===== config.mk =====
export PLATFORM = sky130hd
export DESIGN_NAME = csg_gate
export DESIGN_NICKNAME = d
export VERILOG_FILES = /design/src/rtl/csg_pkg.sv /design/src/rtl/csg_pw_if.sv /design/src/rtl/csg_pw_reader.sv /design/src/rtl/csg_key_cmp.sv /design/src/rtl/csg_gate.sv
export VERILOG_INCLUDE_DIRS = /design/src /design/src/rtl
export SDC_FILE = /design/constraint.sdc
export NUM_CORES = 1
export LEC_CHECK = 0
export BUFFER_PORTS_ARGS = -buffer_cell sky130_fd_sc_hd__buf_2
export CORE_ASPECT_RATIO = 0.7
export CORE_UTILIZATION = 40
export CTS_BUF_LIST = sky130_fd_sc_hd__clkbuf_4
export DETAILED_ROUTE_END_ITERATION = 10
export MAX_ROUTING_LAYER = met4
export PLACE_DENSITY = 0.67
export REMOVE_ABC_BUFFERS = 1
export SLEW_MARGIN = 40
export SYNTH_ARGS = -nofsm -noshare
export SYNTH_HDL_FRONTEND = slang
export SYNTH_SLANG_ARGS = --single-unit

===== constraint.sdc =====
create_clock -name clk_i -period 3.67 [get_ports clk_i]
set_clock_uncertainty 0.05 [all_clocks]
set_input_delay 0.734 -clock clk_i [delete_from_list [all_inputs] [get_ports clk_i]]
set_output_delay 0.734 -clock clk_i [all_outputs]
set_load 0.01 [all_outputs]

===== src/rtl/csg_defs.svh =====
`ifndef CSG_DEFS_SVH
`define CSG_DEFS_SVH

// ****************************************
// Address map
// ****************************************
// Unlock key words, memory-bus frame zero
`define CSG_KEY_BASE 22'h000AE0
// Password words in flash
`define CSG_PW_BASE 22'h33FFF8
// Flash array
`define CSG_FLASH_LO 22'h300000
`define CSG_FLASH_HI 22'h33FFFF
// One-time-programmable area
`define CSG_OTP_LO 22'h380400
`define CSG_OTP_HI 22'h3807FF
// Local single-access RAM blocks zero to three
`define CSG_LRAM_LO 22'h008000
`define CSG_LRAM_HI 22'h00BFFF

// ****************************************
// Field layout and timing
// ****************************************
// Key and password words of 16 bits
`define CSG_NUM_WORDS 8
// Fixed wait states of a password read
`define CSG_PW_WAIT 5'h10
// Reset value of key words
`define CSG_KEY_RST 16'h0000

`endif


===== src/rtl/csg_pkg.sv =====
package csg_pkg;

   // Origin of a memory access
   typedef enum logic [1:0] {
      CSG_SRC_CPU,
      CSG_SRC_JTAG,
      CSG_SRC_EXT,
      CSG_SRC_BOOT
   } csg_src_e;

   // Password read sequencer states
   typedef enum logic {
      CSG_RD_IDLE,
      CSG_RD_WAIT
   } csg_rd_e;

   // Bus front end states
   typedef enum logic [1:0] {
      CSG_BUS_IDLE,
      CSG_BUS_PW,
      CSG_BUS_ACK
   } csg_bus_e;

endpackage


===== src/rtl/csg_pw_if.sv =====
`timescale 1ns/1ps

// Password, key and compare results shared between the gate's parts
interface csg_pw_if;
   // Password as read from flash
   logic [127:0] pw;
   // One bit per password word that has been read
   logic [7:0] seen;
   // Key as written by software
   logic [127:0] key;
   // Compare results
   logic full_match;
   logic low_match;

   modport reader (output pw, output seen);
   modport cmp (input pw, input key, output full_match, output low_match);
   modport gate (input pw, input seen, input full_match, input low_match, output key);
endinterface // csg_pw_if


===== src/rtl/csg_pw_reader.sv =====
`timescale 1ns/1ps
`include "csg_defs.svh"

module csg_pw_reader
(
   // Clock and reset
   input wire logic clk_i,
   input wire logic srst_i,
   // Read request
   input wire logic rd_start_i,
   input wire logic [2:0] rd_idx_i,
   // Flash data
   input wire logic [15:0] fl_rdata_i,
   // Read result
   output logic rd_done_o,
   output logic [15:0] rd_data_o,
   // Password store
   csg_pw_if.reader pw_bus
);

   // ****************************************
   // Sequencer
   // ****************************************
   csg_pkg::csg_rd_e state_ff; // Sequencer state
   logic [4:0] cnt_ff; // Wait state counter
   logic [2:0] idx_ff; // Word being read
   logic [15:0] word_ff [8]; // Captured words
   logic last_wait; // Final wait state

   assign last_wait = (state_ff == csg_pkg::CSG_RD_WAIT) && (cnt_ff == `CSG_PW_WAIT - 5'h01);

   // State and wait counter
   always_ff @(posedge clk_i)
   begin
      if (srst_i)
      begin
         state_ff <= csg_pkg::CSG_RD_IDLE;
         cnt_ff <= 5'h00;
         idx_ff <= 3'h0;
      end
      else
      begin
         case (state_ff)
            csg_pkg::CSG_RD_IDLE:
            begin
               // Start a fixed-length read
               if (rd_start_i)
               begin
                  state_ff <= csg_pkg::CSG_RD_WAIT;
                  cnt_ff <= 5'h00;
                  idx_ff <= rd_idx_i;
               end
            end
            default:
            begin
               if (last_wait)
                  state_ff <= csg_pkg::CSG_RD_IDLE;
               else
                  cnt_ff <= cnt_ff + 5'h01;
            end
         endcase
      end
   end

   // Done pulse and read data
   always_ff @(posedge clk_i)
   begin
      if (srst_i)
      begin
         rd_done_o <= 1'b0;
         rd_data_o <= 16'h0000;
      end
      else
      begin
         rd_done_o <= last_wait;
         if (last_wait)
            rd_data_o <= fl_rdata_i;
      end
   end

   // ****************************************
   // Per-word capture
   // ****************************************
   // record each dummy read
   for (genvar g = 0; g < `CSG_NUM_WORDS; g++)
   begin : g_word
      always_ff @(posedge clk_i)
      begin
         if (srst_i)
         begin
            word_ff[g] <= 16'hFFFF;
            pw_bus.seen[g] <= 1'b0;
         end
         else if (last_wait && (idx_ff == 3'(g)))
         begin
            word_ff[g] <= fl_rdata_i;
            pw_bus.seen[g] <= 1'b1;
         end
      end
      assign pw_bus.pw[16*g +: 16] = word_ff[g];
   end

   // ****************************************
   // Checks
   // ****************************************
   chk_wait_len: assert property (@(posedge clk_i) disable iff (srst_i)
      (state_ff == csg_pkg::CSG_RD_IDLE) && rd_start_i |-> ##17 rd_done_o)
      else $error("password read did not finish after 16 waits");

endmodule // csg_pw_reader


===== src/rtl/csg_key_cmp.sv =====
`timescale 1ns/1ps

module csg_key_cmp
(
   // Clock and reset
   input wire logic clk_i,
   input wire logic srst_i,
   // Key and password
   csg_pw_if.cmp pw_bus
);

   // ****************************************
   // Compare
   // ****************************************
   logic pw_zero; // Forbidden password
   logic low_blank; // Lower half unprogrammed
   logic full_ff;
   logic low_ff;

   assign pw_zero = (pw_bus.pw == 128'h0);
   assign low_blank = (pw_bus.pw[63:0] == {64{1'b1}});

   // Registered match flags
   always_ff @(posedge clk_i)
   begin
      if (srst_i)
      begin
         full_ff <= 1'b0;
         low_ff <= 1'b0;
      end
      else
      begin
         full_ff <= !pw_zero && (pw_bus.key == pw_bus.pw);
         low_ff <= !pw_zero && (low_blank || (pw_bus.key[63:0] == pw_bus.pw[63:0]));
      end
   end

   assign pw_bus.full_match = full_ff;
   assign pw_bus.low_match = low_ff;

   // ****************************************
   // Checks
   // ****************************************
   chk_zero_pw: assert property (@(posedge clk_i) disable iff (srst_i)
      $past(pw_bus.pw == 128'h0) |-> !full_ff && !low_ff)
      else $error("all-zero password produced a match");

   chk_blank_low: assert property (@(posedge clk_i) disable iff (srst_i)
      $past(pw_bus.pw[63:0] == {64{1'b1}}) && !$past(srst_i) |-> low_ff)
      else $error("blank lower half did not match");

endmodule // csg_key_cmp


===== src/rtl/csg_gate.sv =====
`timescale 1ns/1ps
`include "csg_defs.svh"

// Notes on behaviour
// - Guard covers flash, OTP, local RAM zero-three
// - Locked: refuse JTAG, external, bootloader reads
// - Unlock needs full 128-bit key match
// - All password words must be read first
// - Secure access with emulator cuts link unless emulation allowed
// - Lower-half match allows emulation only
// - Blank lower password half always matches
// - Password reads use sixteen fixed waits
// - All-zero password never unlocks
// - Emulator may hold device in reset
// - Key registers sit on memory bus
module csg_gate
(
   // Clock and reset
   input wire logic clk_i,
   input wire logic srst_i,
   // CPU memory bus, key and password words
   input wire logic cpu_req_i,
   input wire logic cpu_we_i,
   input wire logic [21:0] cpu_addr_i,
   input wire logic [15:0] cpu_wdata_i,
   output logic cpu_ack_o,
   output logic [15:0] cpu_rdata_o,
   // Flash read port
   output logic [21:0] fl_addr_o,
   input wire logic [15:0] fl_rdata_i,
   // Access check
   input wire logic acc_valid_i,
   input wire logic [21:0] acc_addr_i,
   input wire csg_pkg::csg_src_e acc_src_i,
   output logic acc_secure_o,
   output logic acc_grant_o,
   // Emulator pins
   input wire logic emu_present_i,
   input wire logic emu_hold_req_i,
   output logic emu_link_en_o,
   output logic cpu_hold_o,
   // Status
   output logic locked_o,
   output logic emu_unlocked_o
);

   // ****************************************
   // Shared password and key
   // ****************************************
   csg_pw_if pw_bus ();

   logic [15:0] key_ff [8]; // Unlock key words
   logic rd_start; // Start a password read
   logic rd_done; // Password read finished
   logic [15:0] rd_data; // Password read data

   // Password reader with fixed waits
   csg_pw_reader u_reader
   (
      .clk_i (clk_i),
      .srst_i (srst_i),
      .rd_start_i (rd_start),
      .rd_idx_i (cpu_addr_i[2:0]),
      .fl_rdata_i (fl_rdata_i),
      .rd_done_o (rd_done),
      .rd_data_o (rd_data),
      .pw_bus (pw_bus.reader)
   );

   // Key against password compare
   csg_key_cmp u_cmp
   (
      .clk_i (clk_i),
      .srst_i (srst_i),
      .pw_bus (pw_bus.cmp)
   );

   // ****************************************
   // Bus decode
   // ****************************************
   csg_pkg::csg_bus_e bus_ff; // Front end state
   logic is_key; // Key word address
   logic is_pw; // Password word address
   logic take; // Request taken this cycle
   logic ack_ff; // Bus answer
   logic [15:0] rdata_ff; // Read data
   logic [21:0] fl_addr_ff; // Flash address

   assign take = cpu_req_i && (bus_ff == csg_pkg::CSG_BUS_IDLE);

   // Address decode
   always_comb
   begin
      is_key = 1'b0;
      is_pw = 1'b0;
      if (cpu_addr_i[21:3] == `CSG_KEY_BASE >> 3)
         is_key = 1'b1;
      else if (cpu_addr_i[21:3] == `CSG_PW_BASE >> 3)
         is_pw = 1'b1;
   end

   assign rd_start = take && !cpu_we_i && is_pw;

   // Front end sequencing
   always_ff @(posedge clk_i)
   begin
      if (srst_i)
         bus_ff <= csg_pkg::CSG_BUS_IDLE;
      else
      begin
         case (bus_ff)
            csg_pkg::CSG_BUS_IDLE:
            begin
               // Password reads wait, all else answers next cycle
               if (rd_start)
                  bus_ff <= csg_pkg::CSG_BUS_PW;
               else if (take)
                  bus_ff <= csg_pkg::CSG_BUS_ACK;
            end
            csg_pkg::CSG_BUS_PW:
            begin
               // Hold until the fixed waits end
               if (rd_done)
                  bus_ff <= csg_pkg::CSG_BUS_ACK;
            end
            default:
               bus_ff <= csg_pkg::CSG_BUS_IDLE;
         endcase
      end
   end

   // Answer strobe and read data
   always_ff @(posedge clk_i)
   begin
      if (srst_i)
      begin
         ack_ff <= 1'b0;
         rdata_ff <= 16'h0000;
      end
      else
      begin
         ack_ff <= (take && !rd_start) || ((bus_ff == csg_pkg::CSG_BUS_PW) && rd_done);
         // Key words and unmapped reads return zero
         if (take && !rd_start)
            rdata_ff <= 16'h0000;
         else if ((bus_ff == csg_pkg::CSG_BUS_PW) && rd_done)
            rdata_ff <= rd_data;
      end
   end

   // Flash address of the password word
   always_ff @(posedge clk_i)
   begin
      if (srst_i)
         fl_addr_ff <= 22'h000000;
      else if (rd_start)
         fl_addr_ff <= cpu_addr_i;
   end

   assign cpu_ack_o = ack_ff;
   assign cpu_rdata_o = rdata_ff;
   assign fl_addr_o = fl_addr_ff;

   // ****************************************
   // Key words
   // ****************************************
   for (genvar g = 0; g < `CSG_NUM_WORDS; g++)
   begin : g_key
      // Write one key word
      always_ff @(posedge clk_i)
      begin
         if (srst_i)
            key_ff[g] <= `CSG_KEY_RST;
         else if (take && cpu_we_i && is_key && (cpu_addr_i[2:0] == 3'(g)))
            key_ff[g] <= cpu_wdata_i;
      end
      assign pw_bus.key[16*g +: 16] = key_ff[g];
   end

   // ****************************************
   // Lock state
   // ****************************************
   logic unlock_ff; // Code guard open
   logic emu_ok_ff; // Emulation of secure code allowed
   logic all_seen; // Every password word read

   assign all_seen = &pw_bus.seen;

   // Lock flags follow compare and reads
   always_ff @(posedge clk_i)
   begin
      if (srst_i)
      begin
         unlock_ff <= 1'b0;
         emu_ok_ff <= 1'b0;
      end
      else
      begin
         unlock_ff <= all_seen && pw_bus.full_match;
         emu_ok_ff <= all_seen && (pw_bus.low_match || pw_bus.full_match);
      end
   end

   assign locked_o = !unlock_ff;
   assign emu_unlocked_o = emu_ok_ff;

   // ****************************************
   // Access check
   // ****************************************
   logic in_sec; // Address in secure memory

   always_comb
   begin
      if ((acc_addr_i >= `CSG_FLASH_LO) && (acc_addr_i <= `CSG_FLASH_HI))
         in_sec = 1'b1;
      else if ((acc_addr_i >= `CSG_OTP_LO) && (acc_addr_i <= `CSG_OTP_HI))
         in_sec = 1'b1;
      else if ((acc_addr_i >= `CSG_LRAM_LO) && (acc_addr_i <= `CSG_LRAM_HI))
         in_sec = 1'b1;
      else
         in_sec = 1'b0;
   end

   assign acc_secure_o = in_sec;

   assign acc_grant_o = acc_valid_i && (!in_sec || unlock_ff ||
                        (acc_src_i == csg_pkg::CSG_SRC_CPU));

   // ****************************************
   // Emulation guard
   // ****************************************
   logic [1:0] pin_s1_ff; // First synchroniser stage
   logic [1:0] pin_s2_ff; // Second synchroniser stage
   logic cut_ff; // Emulation link cut
   logic trip; // Guard trip condition

   // Two-stage sync of emulator pins
   always_ff @(posedge clk_i)
   begin
      if (srst_i)
      begin
         pin_s1_ff <= 2'h0;
         pin_s2_ff <= 2'h0;
      end
      else
      begin
         pin_s1_ff <= {emu_hold_req_i, emu_present_i};
         pin_s2_ff <= pin_s1_ff;
      end
   end

   assign trip = pin_s2_ff[0] && acc_valid_i && in_sec && !emu_ok_ff;

   // Sticky cut until reset
   always_ff @(posedge clk_i)
   begin
      if (srst_i)
         cut_ff <= 1'b0;
      else if (trip)
         cut_ff <= 1'b1;
   end

   assign emu_link_en_o = !cut_ff;
   assign cpu_hold_o = pin_s2_ff[1];

   // ****************************************
   // Checks
   // ****************************************
   chk_reset_locked: assert property (@(posedge clk_i)
      srst_i |=> locked_o && !emu_unlocked_o)
      else $error("guard not locked after reset");

   chk_locked_refuse: assert property (@(posedge clk_i) disable iff (srst_i)
      acc_valid_i && acc_secure_o && locked_o && (acc_src_i != csg_pkg::CSG_SRC_CPU)
      |-> !acc_grant_o)
      else $error("locked guard granted outside access");

   chk_unlock_cause: assert property (@(posedge clk_i) disable iff (srst_i)
      $rose(!locked_o) |-> $past(pw_bus.full_match))
      else $error("unlock without full key match");

   chk_reads_first: assert property (@(posedge clk_i) disable iff (srst_i)
      !locked_o || emu_unlocked_o |-> $past(&pw_bus.seen))
      else $error("unlock before all password reads");

   chk_emu_cut: assert property (@(posedge clk_i) disable iff (srst_i)
      trip |=> !emu_link_en_o [*3])
      else $error("secure access did not cut emulation");

   chk_emu_half: assert property (@(posedge clk_i) disable iff (srst_i)
      $rose(emu_unlocked_o) |-> $past(pw_bus.low_match || pw_bus.full_match))
      else $error("emulation opened without lower match");

   chk_flash_secure: assert property (@(posedge clk_i) disable iff (srst_i)
      (acc_addr_i[21:16] == 6'h30) |-> acc_secure_o)
      else $error("flash address not treated as secure");

   chk_pw_ack: assert property (@(posedge clk_i) disable iff (srst_i)
      rd_start |-> !cpu_ack_o [*8] ##11 cpu_ack_o)
      else $error("password read answer not after 18 cycles");

   chk_key_store: assert property (@(posedge clk_i) disable iff (srst_i)
      take && cpu_we_i && is_key |=>
      pw_bus.key[16*$past(cpu_addr_i[2:0]) +: 16] == $past(cpu_wdata_i))
      else $error("key write not stored");

   cov_unlock: cover property (@(posedge clk_i) disable iff (srst_i) $rose(!locked_o));
   cov_emu_only: cover property (@(posedge clk_i) disable iff (srst_i)
      emu_unlocked_o && locked_o);
   cov_trip: cover property (@(posedge clk_i) disable iff (srst_i) $rose(cut_ff));

endmodule // csg_gate


==> results of run 1 <==
[per-stage QoR]
stage / area (µm²) / std cells
after detailed placement: 15800 / 1756
after floorplan: 14400 / 1135
final: 16900 / 1909
after CTS: 16900 / 1902
after global routing: 16900 / 1908
after global placement: 15800 / 1756
[sequential cells by signal, indices dropped and copies added, names as in the netlist, 3 cells and up]
signal,flops
u_reader.pw_bus.seen,8
cpu_rdata_o,16
u_reader.idx_ff,3
u_reader.cnt_ff,5
key_ff,128
fl_addr_o,22
u_reader.rd_data_o,16
u_reader.word_ff,128
[power breakdown]
part / leakage, nW / switching (mW) / internal, mW
Clock: 0.641 / 1.57 / 1.69
Sequential: 2.87 / 0.0315 / 4.17
Combinational: 2.12 / 0.243 / 0.0882
Total: 5.64 / 1.84 / 5.95
[layout make-up]
type / instances / area share, %
Sequential cell: 340 / 55.4
Multi-Input combinational cell: 770 / 29.5
Clock buffer: 124 / 5.50
Timing Repair Buffer: 142 / 4.54
Tap cell: 480 / 3.55
Clock inverter: 22 / 0.865
Inverter: 25 / 0.555
Antenna cell: 6 / 0.0887
[kinds of logic (layout without fill, tap and decap cells)]
group,count (synthesis),in the layout,share of synthesized area (%)
other cells,0,6,0
fa+ha+maj,2,2,0.170
flops,340,340,63.8
mux,6,6,0.409
compound gates,91,91,3.80
simple gates,560,560,22.9
xor+xnor,111,111,6.62
buf+inv,70,313,2.31
[synthesized netlist by cell type, drive strengths merged (3+ instances only)]
| cell type | count |
|---|---|
| nor2 | 54 |
| or2 | 65 |
| mux2i | 6 |
| nor2b | 10 |
| dfxtp | 84 |
| buf | 16 |
| nor3b | 4 |
| nand4 | 57 |
| edfxtp | 256 |
| o2111ai | 3 |
| nor4 | 50 |
| nor3 | 15 |
| or4 | 4 |
| nand2b | 30 |
| nand3 | 7 |
| o21ai | 24 |
| o22ai | 3 |
| xor2 | 7 |
| xnor2 | 104 |
| inv | 25 |
| and2 | 130 |
| or3 | 49 |
| a2111oi | 3 |
| nand2 | 76 |
| clkbuf | 29 |
| a21oi | 40 |
[layer usage]
metal  wire (µm)  share of wire [%]
met4         622                1.4
met3        6210                 14
met1       20400                 46
met5           0                  0
met2       17300                 39
[final timing paths]
check	startpoint	slack (ps)	cells past startpoint	to
max	u_reader.cnt_ff[0]	560	7	u_reader.word_ff[1][9]
min	emu_present_i	110	2	pin_s1_ff[0]
max reg2reg	u_reader.cnt_ff[0]	560	7	u_reader.word_ff[1][9]
min reg2reg	u_reader.rd_data_o[11]	410	2	cpu_rdata_o[11]
[critical path: cells and delay by family (launching register included)]
kind | cells | cell delay, ps
AND/OR/NAND/NOR | 5 | 1970
adder cells (fa/ha/maj) | 2 | 430
flip-flops | 1 | 370
==> flow_metrics.tcl, run 1 <==
set metrics [dict create \
    startpoint_type "register" \
    drtIter0Drc 1410 \
    num_rows 58 \
    layout-drive-gt1-share_pct 25.9 \
    ys_seq_area_share_pct 63.8 \
    start_util_pct 40.8 \
    design.core.area_mm2 0.0360 \
    p_per_area_mw_per_mm2 460 \
    grt_max_degree 52 \
    synth-edff-count 256 \
    vias 10400 \
    post_cts_buffers 0 \
    fin_nets 1451 \
    crit_required_ps 4120 \
    clk_pin_slew_worst_paths_ps 70 \
    period_share_pct 84.8 \
    final_common_cell "edfxtp_1" \
    cts.path.max_buffers 3 \
    ctsHoldBuffers 0 \
    antenna_found_initial 7 \
    critPathKind "reg2reg" \
    synth-main-ff-cell "edfxtp_1" \
    io_buffers 119 \
    tightestPinTransition_ps 901 \
    ff_latch_area_mm2 0.00937 \
    grt.total_usage_pct 24.6 \
    via_per_inst 5.46 \
    wl_mm 44.5 \
    hold_viol 0 \
    grt_pass1_vias 9834 \
    gr-usage-met1_pct 36.5 \
    hold_class "in2reg" \
    final-max-slew-violation-count 0 \
    grt_overflow 0 \
    die_y_um 162 \
    ios 130 \
    crit_top_cell "ha_1" \
    synth.area.top_cells "edfxtp_1, dfxtp_1, xnor2_1, and2_1, or2_2" \
    fin_tns_setup_ps 0 \
    status "complete, no violations" \
    rsz0062_at_grt "no" \
    area_delta_synth_final_pct 15.3 \
    relSlewSlack_pct 39.4 \
    post-route-util_pct 47.0 \
    whs_ps 108 \
    cts_buffers 85 \
    total_power_mw 7.79 \
    yosysWarnings 0 \
    syn_area_per_cell_um2 12.4 \
    die_w_um 231 \
    cp_cell_sequence "ha_1 > and3_1 > ha_1 > nand2_1 > nor3_1 > nand3_1 > or2_2" \
    cts.sinks 340 \
    fmax_mhz 321 \
    grt-busiest-layer "met1" \
    synthArstFlopShare_pct 0 \
    yosysTopAreaCell "edfxtp_1" \
    wl_per_cell_um 23.3 \
    post-place-ws_ps 674 \
    n_fill_cell 3328 \
    period_needed_ps 3110 \
    cts_resized 0 \
    place_hpwl_mm 30.4 \
    yosysTopAreaCellShare_pct 52.4 \
    use_met3_pct 9.57 \
    peakVddDrop_mv 0.315 \
    multi_input_area_mm2 0.00500 \
    arrival_ps 3570 \
    cp_slowest_cell "nand3_1" \
    ys_ff_latch 340 \
    use_met2_pct 30.7 \
    htreeDepth 3 \
    ant_nets 0 \
    setup_slack_ps 557 \
    root_buffer "clkbuf_4" \
    dieArea_mm2 0.0375 \
    cts_tree "done" \
    power.leakage_nw 5.64 \
    synth_cells 1180 \
    critPathMaxFanout 17 \
    maxCapViolCount 0 \
    netlist_area_mm2 0.0147 \
    grt_pass1_wl_mm 64.2 \
    dr.pass1.iters 7 \
    layout_common_cells "edfxtp_1, and2_1, clkbuf_4, buf_2, xnor2_1" \
    drc 0 \
    gp_congestion 0.996 \
    crit_path_end_kind "register" \
    insertion_delay_ps 780 \
    finalSetupViolCount 0 \
    yosys.cell_types.count 59 \
    slowest_delay_ps 610 \
]
Power figures use the tool's default switching activity.
==> inputs of run 2 (changes only) <==
--- a/config.mk
+++ b/config.mk
@@ -6,13 +6,14 @@
 export SDC_FILE = /design/constraint.sdc
 export NUM_CORES = 1
 export LEC_CHECK = 0
+export ABC_AREA = 1
 export BUFFER_PORTS_ARGS = -buffer_cell sky130_fd_sc_hd__buf_2
 export CORE_ASPECT_RATIO = 0.7
 export CORE_UTILIZATION = 40
 export CTS_BUF_LIST = sky130_fd_sc_hd__clkbuf_4
 export DETAILED_ROUTE_END_ITERATION = 10
 export MAX_ROUTING_LAYER = met4
-export PLACE_DENSITY = 0.67
+export PLACE_DENSITY = 0.69
 export REMOVE_ABC_BUFFERS = 1
 export SLEW_MARGIN = 40
 export SYNTH_ARGS = -nofsm -noshare
==> constraint.sdc (replaced) <==
create_clock -name clk_i -period 2.8 [get_ports clk_i]
set_clock_uncertainty 0.05 [all_clocks]
set_input_delay 0.56 -clock clk_i [delete_from_list [all_inputs] [get_ports clk_i]]
set_output_delay 0.56 -clock clk_i [all_outputs]
set_load 0.01 [all_outputs]
==> run 2 against run 1 <==
Against the previous run:
- die area increased by 4.6%
- largest cell class unchanged
- clock power rose by 23%
- final area is 4.2% higher
- global-route usage is 1.1 points lower
- first-iteration DRC count increased by 13%
- clock-buffer cell count down 2
- area after synthesis increased by 4.7%
- hold slack worse by 39 ps
==> flow_metrics.tcl, run 2 <==
set metrics [dict create \
    regToRegStartpoint "u_reader.cnt_ff[0]" \
    synth-edff-count 256 \
    period_share_pct 85.1 \
    insertion_delay_ps 750 \
    yosys.cell_types.count 32 \
    tightestPinTransition_ps 773 \
    peakVddDrop_mv 0.277 \
    antenna_found_initial 1 \
    post-place-ws_ps 339 \
    ff2ff_setup_slack_ps 420 \
    cts.sinks 340 \
    cp_slowest_cell "nand2_1" \
    use_met2_pct 33.8 \
    crit_top_cell "nand2_1" \
    post-route-util_pct 47.0 \
    relSlewSlack_pct 48.2 \
    num_rows 59 \
    synth_simple_gate_area_share_pct 26.0 \
    htreeDepth 3 \
    grt-busiest-layer "met2" \
    dieArea_mm2 0.0392 \
    cp_cell_sequence "ha_1 > nand2_1 > nor2_1 > ha_1 > nand2_1 > nor2_1 > nand2_1 > nand2_1" \
    synth.most_common_cell "nand2_1" \
    grt_pass1_wl_mm 66.7 \
    ys_ff_latch 340 \
    yosysWarnings 0 \
    cp_num_cells 8 \
    cts.path.max_buffers 3 \
    wl_per_cell_um 17.7 \
    synth_cells 1743 \
    design.core.area_mm2 0.0375 \
    critPathLaunch "u_reader.cnt_ff[0]" \
    critPathKind "reg2reg" \
    startpoint_type "register" \
    rr_worst_depth 8 \
    ys_seq_area_share_pct 61.0 \
    grt.total_usage_pct 23.5 \
    crit_path_end_kind "register" \
    vias 12400 \
    synthXorXnorAreaFrac_pct 1.88 \
    final_common_cell "nand2_1" \
    via_per_inst 4.99 \
    total_power_mw 9.98 \
    ant_nets 0 \
    synth.area.top_cells "edfxtp_1, nand2_1, dfxtp_1, nor2_1, inv_1" \
    drtIter0Drc 1593 \
    die_w_um 236 \
    endpoint "u_reader.word_ff[2][8]" \
    critPathTopFamily "simple AND/OR/NAND/NOR gates" \
    crit_required_ps 3130 \
    hold_class "in2reg" \
    slowest_delay_ps 510 \
    critPathMaxFanout 16 \
    power.leakage_nw 7.58 \
    rsz0062_at_grt "no" \
    gp_congestion 0.920 \
    root_buffer "clkbuf_4" \
    synth_compound_area_share_pct 3.44 \
    grt_pass1_vias 11800 \
    cts_buffers 79 \
    critPathBufInv 0 \
    p_per_area_mw_per_mm2 566 \
    fin_tns_setup_ps 0 \
    io_buffers 119 \
    final-max-slew-violation-count 0 \
    yosysTopAreaCell "edfxtp_1" \
    arrival_ps 2720 \
    period_needed_ps 2380 \
    ios 130 \
    place_hpwl_mm 29.7 \
    grt_max_degree 33 \
    synth-main-ff-cell "edfxtp_1" \
    cts_tree "done" \
    area_delta_synth_final_pct 14.7 \
    synthArstFlopShare_pct 0 \
    hold_viol 0 \
    synth_mux_area_share_pct 0 \
    syn_area_per_cell_um2 8.82 \
    clk_pin_slew_worst_paths_ps 70 \
    drc 0 \
    fmax_mhz 420 \
    setup_slack_ps 417 \
    layout_common_cells "nand2_1, nor2_1, edfxtp_1, inv_1, clkbuf_4" \
    fin_nets 2025 \
    wl_mm 44.0 \
    cts_resized 0 \
    synth_common_cells "nand2_1, nor2_1, edfxtp_1" \
    gr-usage-met1_pct 32.3 \
    grt_overflow 0 \
    r2r_end "u_reader.word_ff[2][8]" \
    maxCapViolCount 0 \
    yosysTopAreaCellShare_pct 50.0 \
    netlist_area_mm2 0.0154 \
    dr.pass1.iters 5 \
    die_y_um 166 \
    yosys.area_share.adder_pct 0.163 \
    start_util_pct 41.0 \
    finalSetupViolCount 0 \
    layout-drive-gt1-share_pct 14.7 \
    status "complete, no violations" \
    use_met3_pct 6.38 \
    synth_top_family_by_area "simple AND/OR/NAND/NOR gates" \
]
[run 2: cell count changes in the layout (fill, tap and decap cells not counted), moves of 19 or more]
| cell | before | now |
|---|---|---|
| xor2_1 | 7 | 26 |
| o21ai_0 | 11 | 47 |
| or2_2 | 65 | 2 |
| nand4_1 | 57 | 30 |
| nand2b_1 | 30 | 0 |
| inv_1 | 25 | 234 |
| and2_1 | 124 | 0 |
| nor4_1 | 48 | 3 |
| nor2_1 | 52 | 371 |
| nand2_1 | 75 | 513 |
| or3_1 | 48 | 0 |
| clkinv_1 | 14 | 33 |
| xnor2_1 | 104 | 7 |
[run 2: what timing repair did]
action                    4_1_cts  5_1_grt
hold buffers                    2        0
buffers inserted                0        0
hold endpoints to repair        2        0
[run 2: worst reg2reg max path: cells and delay by family, from the launching register on]
kind | cells | cell delay [ps]
AND/OR/NAND/NOR | 6 | 1240
flip-flops | 1 | 380
adder cells (fa/ha/maj) | 2 | 350
[run 2: worst min-delay path by stage]
stage                   from      endpoint  cells after the start
2_1_floorplan   pin_s1_ff[0]  pin_s2_ff[0]                      2
3_5_place_dp    pin_s1_ff[0]  pin_s2_ff[0]                      2
4_1_cts        cpu_addr_i[1]  fl_addr_o[1]                      3
6_report       cpu_addr_i[1]  fl_addr_o[1]                      3
3_3_place_gp    pin_s1_ff[1]  pin_s2_ff[1]                      2
5_1_grt        cpu_addr_i[1]  fl_addr_o[1]                      3
[run 2: layer usage]
layer,routed length [µm],vias to the layer above
li1,-,5933
met1,18700,5717
met2,18900,695
met3,5380,80
met4,1050,0
met5,0,-
[run 2: cells by family after synthesis]
family / after synthesis
DFF: 340
and+or+nand+nor: 974
xor gates and xnor gates: 33
AOI/OAI and AO/OA: 104
buffers and inverters: 290
adders and majority gates: 2
[run 2: through the flow]
stage	instance area (µm²)	cells	hold WS [ps]
finish	17600	2488	68.9
global route	17600	2488	21.9
CTS	17600	2487	6.29
detailed placement	16600	2343	349
global placement	16600	2343	341
floorplan	15100	1705	338
[run 2: layout make-up]
type,instances,area [µm²]
clock inverter,20,76.3
tap,488,611
clock buffer,122,916
multi-input combinational,1113,4830
antenna,1,2.50
inverter,252,946
timing repair buffer,152,873
sequential,340,9370
fill,3567,19900
[run 2: report_power, final]
part           total (mW)  internal [mW]  switching, mW
logic               0.482          0.114          0.367
registers            5.50           5.46         0.0347
clock network        4.00           1.98           2.01
total                9.98           7.56           2.42
